`config.mk`:
```
export PLATFORM = sky130hd
export DESIGN_NAME = pixel_correction_pipeline
export DESIGN_NICKNAME = d
export VERILOG_FILES = /design/src/shared/pixel_pipe_pkg.sv /design/src/shared/pixel_fifo_if.sv /design/src/hw/pixel_fifo.sv /design/src/hw/pixel_correction_pipeline.sv
export SDC_FILE = /design/constraint.sdc
export NUM_CORES = 2
export LEC_CHECK = 0
export BUFFER_PORTS_ARGS = -buffer_cell sky130_fd_sc_hd__buf_2
export CAP_MARGIN = 10
export CELL_PAD_IN_SITES_DETAIL_PLACEMENT = 1
export CELL_PAD_IN_SITES_GLOBAL_PLACEMENT = 2
export CORE_ASPECT_RATIO = 1.25
export CORE_MARGIN = 5
export CORE_UTILIZATION = 30
export DETAILED_ROUTE_END_ITERATION = 12
export GPL_ROUTABILITY_DRIVEN = 1
export PLACE_DENSITY_LB_ADDON = 0.1
export SYNTH_ARGS = -nofsm -noshare
export SYNTH_HDL_FRONTEND = slang
export SYNTH_HIERARCHICAL = 1
export SYNTH_SLANG_ARGS = --single-unit
```
`constraint.sdc`:
```
create_clock -name clock -period 33.2 [get_ports clock]
set_input_delay 1.66 -clock clock [delete_from_list [all_inputs] [get_ports clock]]
set_output_delay 1.66 -clock clock [all_outputs]
set_load 0.02 [all_outputs]
```
`src/shared/pixel_pipe_pkg.sv`:
```
// Constants, register map and types of the pixel correction pipeline.
// Assumes one pixel clock domain shared by all users of the package.
package pixel_pipe_pkg;

	// ------------------------------------------------------------
	// Widths
	// ------------------------------------------------------------
	localparam int PIX_W     = 12;
	localparam int COORD_W   = 12;
	localparam int GAIN_W    = 10;
	localparam int GAIN_FRAC = 5;
	localparam int BLACK_W   = 8;
	localparam int ADDR_W    = 12;

	// ------------------------------------------------------------
	// Register map and reset values
	// ------------------------------------------------------------
	localparam logic [ADDR_W-1:0] CONTROL_ADDR = 12'h000;
	localparam logic [ADDR_W-1:0] GAIN_ADDR    = 12'h004;
	localparam logic [ADDR_W-1:0] BLACK_ADDR   = 12'h008;
	localparam logic [ADDR_W-1:0] DEFECT_ADDR  = 12'h00C;
	localparam logic [ADDR_W-1:0] STATUS_ADDR  = 12'h010;

	localparam logic               CONTROL_RESET = 1'b1;
	localparam logic [GAIN_W-1:0]  GAIN_RESET    = 10'h020;
	localparam logic [GAIN_W-1:0]  GAIN_MIN      = 10'h020;
	localparam logic [GAIN_W-1:0]  GAIN_MAX      = 10'h3C0;
	localparam logic [BLACK_W-1:0] BLACK_RESET   = 8'h00;
	localparam logic [31:0]        DEFECT_RESET  = 32'h00000000;

	// Defect entry word fields
	localparam int DEF_X_LSB  = 0;
	localparam int DEF_Y_LSB  = 12;
	localparam int DEF_IX_LSB = 24;
	localparam int DEF_ON_BIT = 31;
	// Status word fields
	localparam int STAT_LVL_LSB = 0;
	localparam int STAT_ROW_LSB = 16;

	// ------------------------------------------------------------
	// Defect list
	// ------------------------------------------------------------
	localparam int USER_SLOTS    = 8;
	localparam int USER_IX_W     = 3;
	localparam int FACTORY_COUNT = 2;
	localparam logic [COORD_W-1:0] FACTORY_X [FACTORY_COUNT] =
		'{12'h010, 12'h020};
	localparam logic [COORD_W-1:0] FACTORY_Y [FACTORY_COUNT] =
		'{12'h004, 12'h008};

	// ------------------------------------------------------------
	// Window and buffering
	// ------------------------------------------------------------
	localparam int         WIN          = 7;
	localparam int         CENTER       = 3;
	localparam logic [1:0] FLUSH_CYCLES = 2'h3;
	localparam int         FIFO_DEPTH   = 16;
	localparam int         FIFO_W       = PIX_W + 2;
	localparam int         FIFO_LVL_W   = 5;
	localparam logic [FIFO_LVL_W-1:0] FIFO_ADMIT = 5'h03;

	typedef enum logic [1:0] {
		ST_RUN   = 2'b01,
		ST_FLUSH = 2'b10
	} stream_state_t;

endpackage

```
`src/shared/pixel_fifo_if.sv`:
```
// Carrier between the pipeline and its output FIFO.
// Assumes both ends share one clock.
`timescale 1ns/1ps
`default_nettype none
interface pixel_fifo_if #(parameter int W = 14, parameter int LW = 5);
	logic          in_valid;
	logic          in_ready;
	logic [W-1:0]  in_data;
	logic          out_valid;
	logic          out_ready;
	logic [W-1:0]  out_data;
	logic [LW-1:0] level;

	modport fifo (input in_valid, in_data, out_ready,
		output in_ready, out_valid, out_data, level);
	modport user (output in_valid, in_data, out_ready,
		input in_ready, out_valid, out_data, level);
endinterface
`default_nettype wire

```
`src/hw/pixel_fifo.sv`:
```
// Synchronous FIFO with a registered output word.
// Assumes one clock; width and depth set by parameters.
`timescale 1ns/1ps
`default_nettype none
module pixel_fifo #(
	parameter int W = 14,
	parameter int D = 16
) (
	input  wire logic clock,
	input  wire logic reset,
	pixel_fifo_if.fifo port
);
	localparam int AW = $clog2(D);

	logic [W-1:0] mem [D];
	logic [AW:0]  wr_ptr;
	logic [AW:0]  rd_ptr;
	logic [AW:0]  count;
	logic         push;
	logic         load;

	assign count         = wr_ptr - rd_ptr;
	assign port.in_ready = (count != (AW+1)'(D));
	assign port.level    = count;
	assign push          = port.in_valid & port.in_ready;
	assign load          = (count != '0) &
		(~port.out_valid | port.out_ready);

	always_ff @(posedge clock) begin
		if (push) begin
			mem[wr_ptr[AW-1:0]] <= port.in_data;
		end
	end

	always_ff @(posedge clock or posedge reset) begin
		if (reset) begin
			wr_ptr <= '0;
			rd_ptr <= '0;
		end else begin
			if (push) begin
				wr_ptr <= wr_ptr + 1'b1;
			end
			if (load) begin
				rd_ptr <= rd_ptr + 1'b1;
			end
		end
	end

	// Output register: holds its word until the sink takes it
	always_ff @(posedge clock or posedge reset) begin
		if (reset) begin
			port.out_valid <= 1'b0;
			port.out_data  <= '0;
		end else begin
			port.out_valid <= load | (port.out_valid & ~port.out_ready);
			if (load) begin
				port.out_data <= mem[rd_ptr[AW-1:0]];
			end
		end
	end
endmodule
`default_nettype wire

```
`src/hw/pixel_correction_pipeline.sv`:
```
// Pixel correction pipeline: defect replacement, gain, black level.
// Assumes the pixel stream and the APB master run on this clock.
//
// Summary of operation
// Replace only from same-line good neighbours
// Mean of first neighbours, else good one
// Both first bad: use second neighbours likewise
// First, second bad: use third neighbours likewise
// Enable bit; when off defects pass unchanged
// Factory defect list plus user-entered coordinates
// Digital gain from 1.0x to 30.0x
// Add black level offset 0 to 255
// Uncovered or edge cases pass original value
// Gain and offset results saturate at maximum
//
// Design decisions made here: the APB interface to the registers and the register addresses.
`timescale 1ns/1ps
`default_nettype none
module pixel_correction_pipeline
	import pixel_pipe_pkg::*;
(
	input  wire logic              clock,
	input  wire logic              reset,
	input  wire logic              psel,
	input  wire logic              penable,
	input  wire logic              pwrite,
	input  wire logic [ADDR_W-1:0] paddr,
	input  wire logic [31:0]       pwdata,
	output logic      [31:0]       prdata,
	output logic                   pready,
	output logic                   pslverr,
	input  wire logic              in_valid,
	input  wire logic [PIX_W-1:0]  in_data,
	input  wire logic              in_frame_start,
	input  wire logic              in_line_start,
	input  wire logic              in_line_end,
	output logic                   in_ready,
	output logic                   out_valid,
	output logic      [PIX_W-1:0]  out_data,
	output logic                   out_frame_start,
	output logic                   out_line_start,
	input  wire logic              out_ready
);

	// ------------------------------------------------------------
	// Register file
	// ------------------------------------------------------------
	logic               correct_enable;
	logic [GAIN_W-1:0]  gain;
	logic [BLACK_W-1:0] black_level;
	logic [31:0]        defect_word;
	logic [COORD_W-1:0] user_x [USER_SLOTS];
	logic [COORD_W-1:0] user_y [USER_SLOTS];
	logic               user_on [USER_SLOTS];
	logic [COORD_W-1:0] row;
	logic               setup;
	logic               wr_en;
	logic [GAIN_W-1:0]  wr_gain;
	logic [USER_IX_W-1:0] wr_ix;

	pixel_fifo_if #(.W(FIFO_W), .LW(FIFO_LVL_W)) fifo_port ();

	function automatic logic mapped(input logic [ADDR_W-1:0] a);
		mapped = (a == CONTROL_ADDR) || (a == GAIN_ADDR) ||
			(a == BLACK_ADDR) || (a == DEFECT_ADDR) ||
			(a == STATUS_ADDR);
	endfunction

	assign setup   = psel & ~penable;
	assign wr_en   = psel & penable & pready & pwrite;
	assign wr_gain = pwdata[GAIN_W-1:0];
	assign wr_ix   = pwdata[DEF_IX_LSB +: USER_IX_W];

	// Answer in the first access cycle; read data taken then
	always_ff @(posedge clock or posedge reset) begin
		if (reset) begin
			pready  <= 1'b0;
			pslverr <= 1'b0;
			prdata  <= '0;
		end else begin
			pready  <= setup;
			pslverr <= setup & ~mapped(paddr);
			if (setup) begin
				prdata <= '0;
				case (paddr)
				CONTROL_ADDR: prdata[0] <= correct_enable;
				GAIN_ADDR:    prdata[GAIN_W-1:0] <= gain;
				BLACK_ADDR:   prdata[BLACK_W-1:0] <= black_level;
				DEFECT_ADDR:  prdata <= defect_word;
				STATUS_ADDR: begin
					prdata[STAT_LVL_LSB +: FIFO_LVL_W] <= fifo_port.level;
					prdata[STAT_ROW_LSB +: COORD_W]    <= row;
				end
				default:      prdata <= '0;
				endcase
			end
		end
	end

	always_ff @(posedge clock or posedge reset) begin
		if (reset) begin
			correct_enable <= CONTROL_RESET;
			gain           <= GAIN_RESET;
			black_level    <= BLACK_RESET;
		end else if (wr_en) begin
			if (paddr == CONTROL_ADDR) begin
				correct_enable <= pwdata[0];
			end
			// Gain is clamped into the 1.0x..30.0x span
			if (paddr == GAIN_ADDR) begin
				if (wr_gain < GAIN_MIN) begin
					gain <= GAIN_MIN;
				end else if (wr_gain > GAIN_MAX) begin
					gain <= GAIN_MAX;
				end else begin
					gain <= wr_gain;
				end
			end
			if (paddr == BLACK_ADDR) begin
				black_level <= pwdata[BLACK_W-1:0];
			end
		end
	end

	// User defect coordinates, one slot per write
	always_ff @(posedge clock or posedge reset) begin
		if (reset) begin
			defect_word <= DEFECT_RESET;
			for (int i = 0; i < USER_SLOTS; i++) begin
				user_x[i]  <= '0;
				user_y[i]  <= '0;
				user_on[i] <= 1'b0;
			end
		end else if (wr_en && paddr == DEFECT_ADDR) begin
			defect_word     <= pwdata;
			user_x[wr_ix]   <= pwdata[DEF_X_LSB +: COORD_W];
			user_y[wr_ix]   <= pwdata[DEF_Y_LSB +: COORD_W];
			user_on[wr_ix]  <= pwdata[DEF_ON_BIT];
		end
	end

	// ------------------------------------------------------------
	// Input side: coordinates and defect lookup
	// ------------------------------------------------------------
	logic               accept;
	logic [COORD_W-1:0] col;
	logic [COORD_W-1:0] cur_x;
	logic [COORD_W-1:0] cur_y;
	logic               cur_bad;
	logic               line_tag;

	assign accept = in_valid & in_ready;
	assign cur_x  = in_line_start ? '0 : col + 1'b1;
	assign cur_y  = in_frame_start ? '0 :
		(in_line_start ? row + 1'b1 : row);

	always_comb begin
		cur_bad = 1'b0;
		for (int i = 0; i < FACTORY_COUNT; i++) begin
			if (cur_x == FACTORY_X[i] && cur_y == FACTORY_Y[i]) begin
				cur_bad = 1'b1;
			end
		end
		for (int i = 0; i < USER_SLOTS; i++) begin
			if (user_on[i] && cur_x == user_x[i] &&
				cur_y == user_y[i]) begin
				cur_bad = 1'b1;
			end
		end
	end

	always_ff @(posedge clock or posedge reset) begin
		if (reset) begin
			col      <= '0;
			row      <= '0;
			line_tag <= 1'b0;
		end else if (accept) begin
			col <= cur_x;
			row <= cur_y;
			if (in_line_start) begin
				line_tag <= ~line_tag;
			end
		end
	end

	// ------------------------------------------------------------
	// Line-end flush: bubbles push the last pixels to the centre
	// ------------------------------------------------------------
	stream_state_t state;
	stream_state_t next_state;
	logic [1:0]    flush_left;
	logic [1:0]    next_flush_left;
	logic          bubble;
	logic          shift;

	assign bubble = (state == ST_FLUSH);
	assign shift  = accept | bubble;

	always_comb begin
		next_state      = state;
		next_flush_left = flush_left;
		case (state)
		ST_RUN: begin
			if (accept && in_line_end) begin
				next_state      = ST_FLUSH;
				next_flush_left = FLUSH_CYCLES;
			end
		end
		ST_FLUSH: begin
			next_flush_left = flush_left - 1'b1;
			if (flush_left == 2'h1) begin
				next_state = ST_RUN;
			end
		end
		default: begin
			next_state      = ST_RUN;
			next_flush_left = '0;
		end
		endcase
	end

	always_ff @(posedge clock or posedge reset) begin
		if (reset) begin
			state      <= ST_RUN;
			flush_left <= '0;
			in_ready   <= 1'b0;
		end else begin
			state      <= next_state;
			flush_left <= next_flush_left;
			in_ready   <= (next_state == ST_RUN) &&
				(fifo_port.level < FIFO_ADMIT);
		end
	end

	// ------------------------------------------------------------
	// Seven-pixel line window; slot 0 is newest (rightmost)
	// ------------------------------------------------------------
	logic [PIX_W-1:0] win_px  [WIN];
	logic             win_ok  [WIN];
	logic             win_bad [WIN];
	logic             win_tag [WIN];
	logic             win_sof [WIN];
	logic             win_sol [WIN];
	logic             fresh;

	always_ff @(posedge clock or posedge reset) begin
		if (reset) begin
			fresh <= 1'b0;
			for (int i = 0; i < WIN; i++) begin
				win_px[i]  <= '0;
				win_ok[i]  <= 1'b0;
				win_bad[i] <= 1'b0;
				win_tag[i] <= 1'b0;
				win_sof[i] <= 1'b0;
				win_sol[i] <= 1'b0;
			end
		end else begin
			fresh <= shift;
			if (shift) begin
				win_px[0]  <= in_data;
				win_ok[0]  <= accept;
				win_bad[0] <= cur_bad;
				win_tag[0] <= in_line_start ? ~line_tag : line_tag;
				win_sof[0] <= in_frame_start;
				win_sol[0] <= in_line_start;
				for (int i = 1; i < WIN; i++) begin
					win_px[i]  <= win_px[i-1];
					win_ok[i]  <= win_ok[i-1];
					win_bad[i] <= win_bad[i-1];
					win_tag[i] <= win_tag[i-1];
					win_sof[i] <= win_sof[i-1];
					win_sol[i] <= win_sol[i-1];
				end
			end
		end
	end

	// ------------------------------------------------------------
	// Replacement value for the centre pixel
	// ------------------------------------------------------------
	logic [PIX_W-1:0] fixed_px;

	always_comb begin
		logic          done;
		logic          l_ok;
		logic          r_ok;
		logic          l_bad;
		logic          r_bad;
		logic [PIX_W:0] sum;
		done     = 1'b0;
		l_ok     = 1'b0;
		r_ok     = 1'b0;
		l_bad    = 1'b0;
		r_bad    = 1'b0;
		sum      = '0;
		fixed_px = win_px[CENTER];
		if (correct_enable && win_bad[CENTER]) begin
			for (int k = 1; k <= CENTER; k++) begin
				// Neighbours from another line count as absent
				l_ok  = win_ok[CENTER+k] &&
					win_tag[CENTER+k] == win_tag[CENTER];
				r_ok  = win_ok[CENTER-k] &&
					win_tag[CENTER-k] == win_tag[CENTER];
				l_bad = win_bad[CENTER+k];
				r_bad = win_bad[CENTER-k];
				sum   = {1'b0, win_px[CENTER+k]} +
					{1'b0, win_px[CENTER-k]};
				if (!done) begin
					if (!(l_ok && r_ok)) begin
						done = 1'b1;
					end else if (!l_bad && !r_bad) begin
						fixed_px = sum[PIX_W:1];
						done     = 1'b1;
					end else if (l_bad && !r_bad) begin
						fixed_px = win_px[CENTER-k];
						done     = 1'b1;
					end else if (!l_bad && r_bad) begin
						fixed_px = win_px[CENTER+k];
						done     = 1'b1;
					end
				end
			end
		end
	end

	// ------------------------------------------------------------
	// Gain and black level, both saturating
	// ------------------------------------------------------------
	localparam int PROD_W = PIX_W + GAIN_W;
	localparam logic [PIX_W-1:0] PIX_MAX = 12'hFFF;

	logic [PIX_W-1:0]  c_px;
	logic              c_valid;
	logic [1:0]        c_flags;
	logic [PIX_W-1:0]  g_px;
	logic              g_valid;
	logic [1:0]        g_flags;
	logic [PIX_W-1:0]  o_px;
	logic              o_valid;
	logic [1:0]        o_flags;
	logic [PROD_W-1:0] prod;
	logic [PIX_W:0]    offs_sum;

	assign prod     = PROD_W'(c_px) * PROD_W'(gain);
	assign offs_sum = {1'b0, g_px} + (PIX_W+1)'(black_level);

	always_ff @(posedge clock or posedge reset) begin
		if (reset) begin
			c_valid <= 1'b0;
			c_px    <= '0;
			c_flags <= '0;
			g_valid <= 1'b0;
			g_px    <= '0;
			g_flags <= '0;
			o_valid <= 1'b0;
			o_px    <= '0;
			o_flags <= '0;
		end else begin
			c_valid <= fresh & win_ok[CENTER];
			c_px    <= fixed_px;
			c_flags <= {win_sof[CENTER], win_sol[CENTER]};
			g_valid <= c_valid;
			g_flags <= c_flags;
			if (|prod[PROD_W-1:GAIN_FRAC+PIX_W]) begin
				g_px <= PIX_MAX;
			end else begin
				g_px <= prod[GAIN_FRAC +: PIX_W];
			end
			o_valid <= g_valid;
			o_flags <= g_flags;
			if (offs_sum[PIX_W]) begin
				o_px <= PIX_MAX;
			end else begin
				o_px <= offs_sum[PIX_W-1:0];
			end
		end
	end

	// ------------------------------------------------------------
	// Output FIFO; admission limit in in_ready keeps it from overflow
	// ------------------------------------------------------------
	assign fifo_port.in_valid  = o_valid;
	assign fifo_port.in_data   = {o_flags, o_px};
	assign fifo_port.out_ready = out_ready;

	pixel_fifo #(.W(FIFO_W), .D(FIFO_DEPTH)) out_fifo (
		.clock (clock),
		.reset (reset),
		.port  (fifo_port)
	);

	assign out_valid       = fifo_port.out_valid;
	assign out_data        = fifo_port.out_data[PIX_W-1:0];
	assign out_line_start  = fifo_port.out_data[PIX_W];
	assign out_frame_start = fifo_port.out_data[PIX_W+1];

endmodule
`default_nettype wire

```
==> results.py <==
metrics = {
    "synthesis": {
        "synth_edf_count": 224,
        "yosys_register_bits": 723,
        "netlist-cell-type-count": 100,
        "syn-cell-area_sq_mm": 0.03782,
        "top_reg_cell_synth": "dfrtp_1",
        "yosys_warnings": 6,
        "synth.yosys.seq_area_share_pct": 50.81,
        "synth_async_sr_flop_share_pct": 69.02,
        "mean_post_synth_cell_area_sq_um": 11.32,
        "synthesis.instances": 3340,
        "syn_nets": 3598,
    },
    "drt": {
        "antenna_left": 0,
        "post-route-drc-count": 0,
        "routed_wire_length_per_instance_um": 24.14,
        "routed_wirelength_um": 123100,
        "drtIter0Drc": 1482,
        "post_drt_via_cell_ratio": 5.100,
        "vias": 26010,
        "total_iterations_of_the_first_detailed_routing_run": 9,
    },
    "grt": {
        "grt_max_degree": 144,
        "grt_first_pass_wirelength_um": 188200,
        "globalRoute.totalOverflow": 0,
        "first_global_vias": 28470,
        "globalRouteTotalUtil_pct": 18.54,
        "antenna_found_initial": 7,
    },
    "placement": {
        "port-buffer-count": 115,
        "dpl-instance-area_sq_mm": 0.04016,
        "routabilityCongestion": 0.7937,
        "dp_worst_slack_ns": 26.23,
        "detailedPlacementHpwl_um": 88730,
    },
    "timing": {
        "tightest_slew_ns": 1.197,
        "clock_skew_ns": 0.04451,
        "setup_viol": 0,
        "fin_ws_ns": 26.39,
        "rsz_0062_raised_after_global_routing": "no",
        "final_min_period_over_clock_period_pct": 20.52,
        "relSlewSlack_pct": 19.92,
        "final_period_minus_worst_setup_slack_ns": 6.814,
        "fin_setup_tns_ns": 0,
        "max_clock_freq_ghz": 0.1468,
        "slew_violations": 0,
        "hold_violations": 0,
    },
    "clock_network": {
        "clock-root-buffer": "clkbuf_16",
        "cts.reportedPaths.clkPinSlew_ns": 0.06,
        "tritoncts_clock_tree": "done",
        "cts_num_sinks": 723,
        "numCtsBuffers": 82,
        "cts.repair.resized": 0,
        "cts_hold_repair.buffers": 0,
        "worst_skew_pair.late_latency_ns": 0.69,
        "cts-root-to-sink-buffers": 3,
        "htree_levels": 3,
        "post-cts-setup-buffer-count": 0,
    },
    "worst_hold_path": {
        "hold_class": "reg2reg",
    },
    "worst_setup_path": {
        "critPathLaunchType": "register",
        "critPathMostFrequentCell": "fa_1",
        "crit_path_max_incr_delay_ns": 0.72,
        "worstSetupEndpointType": "register",
        "cpLargestDelayFamily": "adder cells",
        "cp_cell_instances": "nand2_1 > fa_1 > fa_1 > inv_1 > fa_1 > fa_1 > inv_1 > fa_1 > inv_1 > ha_1 > a21o_1 > a21o_1 > a21oi_1 > o32ai_1 > o31a_2 > a311oi_1 > mux2_2 > a211oi_2 > o21ai_0",
        "critical_path.n_buffers_inverters": 3,
        "crit_fanout": 14,
        "standard_cell_with_the_maximum_stage_delay_on_the_critical_path": "dfrtp_1",
        "required_time_worst_endpoint_ns": 33.68,
        "timing.setup.critical_path_class": "reg2reg",
        "worst_ep_arrival_time_ns": 7.29,
    },
    "cells_and_area": {
        "final_area_sq_mm": 0.04303,
        "final_layout_size_suffix_gt1_share_pct": 18.22,
        "area_growth_pct": 13.75,
        "nets": 3665,
        "layout_common_cells": "645 x nand2_1, 494 x dfrtp_1, 224 x edfxtp_1",
        "layout.cells.most_common": "nand2_1",
    },
    "power_and_ir_drop": {
        "leakage_nw": 19.34,
        "peakVddDrop_uv": 41.02,
        "cellPowerDensity_mw_per_mm2": 63.44,
    },
    "run_status": {
        "status": "finished, final reports clean",
    },
    "floorplanning": {
        "die_w_um": 327.6,
        "initial_utilization_pct": 30.21,
        "num_rows": 145,
        "dieHeight_um": 407.0,
        "fp.dieArea_sq_mm": 0.1333,
        "num_io_pins": 116,
        "std_cell_core_area_sq_mm": 0.1252,
    },
    "run": {
        "cap_viol_max_count": 0,
    },
}
[synthesized netlist by cell type, drive strengths merged (14+ instances only)]
master	n	area share, %
a22oi	21	0.42
fa	82	4.3
o21ai	155	2.1
or4	14	0.28
nand2	645	6.4
o211ai	15	0.32
o22ai	37	0.61
nor2	90	0.94
xnor2	133	3.1
xor2	71	1.7
and2	84	1.4
a21o	22	0.44
nand3	61	0.82
nand2b	15	0.25
nor2b	27	0.45
and3	15	0.25
nor4	26	0.46
dfrtp	496	33
mux2	219	6.5
o31ai	27	0.54
edfxtp	224	18
nor3	55	0.75
mux2i	21	0.63
a211oi	18	0.37
nand4	35	0.70
ha	110	3.6
clkbuf	127	1.3
a21oi	78	1.0
buf	54	0.79
inv	132	1.3
mux4	59	3.5
[flip-flops by register name, summed over array words and instances (netlist names), 14 cells and up]
register and cells:
out_fifo/mem 224, user_x 96, user_y 96, win_px 84, defect_word 32, prdata 32
out_fifo/port.out_data 14
[through the flow]
step	hold WS, ns	util [%]	cells	power [mW]
after floorplan	0.3312	-	3340	1.557
after global placement	0.3380	32.08	4939	1.794
after detailed placement	0.3482	32.08	4939	1.810
after CTS	0.3494	34.35	5091	2.787
after global routing	0.3578	34.35	5092	2.892
final	0.3419	34.37	5100	2.730
[final timing paths]
path / from / depth (start not counted) / slack [ns] / end
min reg2reg: g_flags[1] / 0 / 0.34 / o_flags[1]
min in group asynchronous: reset / 2 / 1.07 / prdata[14]
max in group asynchronous: reset / 4 / 29.86 / user_y[80]
max reg2reg: gain[4] / 19 / 26.39 / g_px[3]
max: gain[4] / 19 / 26.39 / g_px[3]
min: g_flags[1] / 0 / 0.34 / o_flags[1]
[final cells by class]
| class | count | area, sq um |
|---|---|---|
| repair buffers | 164 | 959.7 |
| well taps | 1617 | 2023 |
| diodes | 8 | 20.02 |
| clock inverters | 39 | 528.0 |
| multi-input cells | 2304 | 17460 |
| flip-flops and latches | 723 | 19220 |
| clock buffers | 113 | 2311 |
| inverters | 132 | 504.2 |
| fillers | 13630 | 82160 |
[kinds of logic (layout without fill, tap and decap cells)]
kind of cell,Yosys count,count (layout),synth area share [%]
multiplexers,299,299,10.66
flip-flops,723,723,50.81
buffers and inverters,313,448,3.367
adder cells (fa/ha/maj),192,192,7.979
AND/OR/NAND/NOR,1117,1117,13.79
other,0,8,0
AO/OA/AOI/OAI,492,492,8.627
XOR/XNOR,204,204,4.764
[routing by layer]
metal  vias to the layer above  global-route usage [%]  wire length (um)
li1                      11920                       -                 -
met1                     13630                   24.26             54440
met2                       339                   32.89             62380
met3                       121                   2.265              3984
met4                         0                   4.438              2304
met5                         -                       0                 0
[power by group]
part / total [mW] / internal [mW] / leakage [nW] / switching, mW
clock: 0.955 / 0.562 / 1.37 / 0.393
sequential: 1.14 / 1.01 / 8.98 / 0.130
combinational: 0.636 / 0.242 / 8.99 / 0.394
No activity file was read; power rests on OpenSTA's default activity.
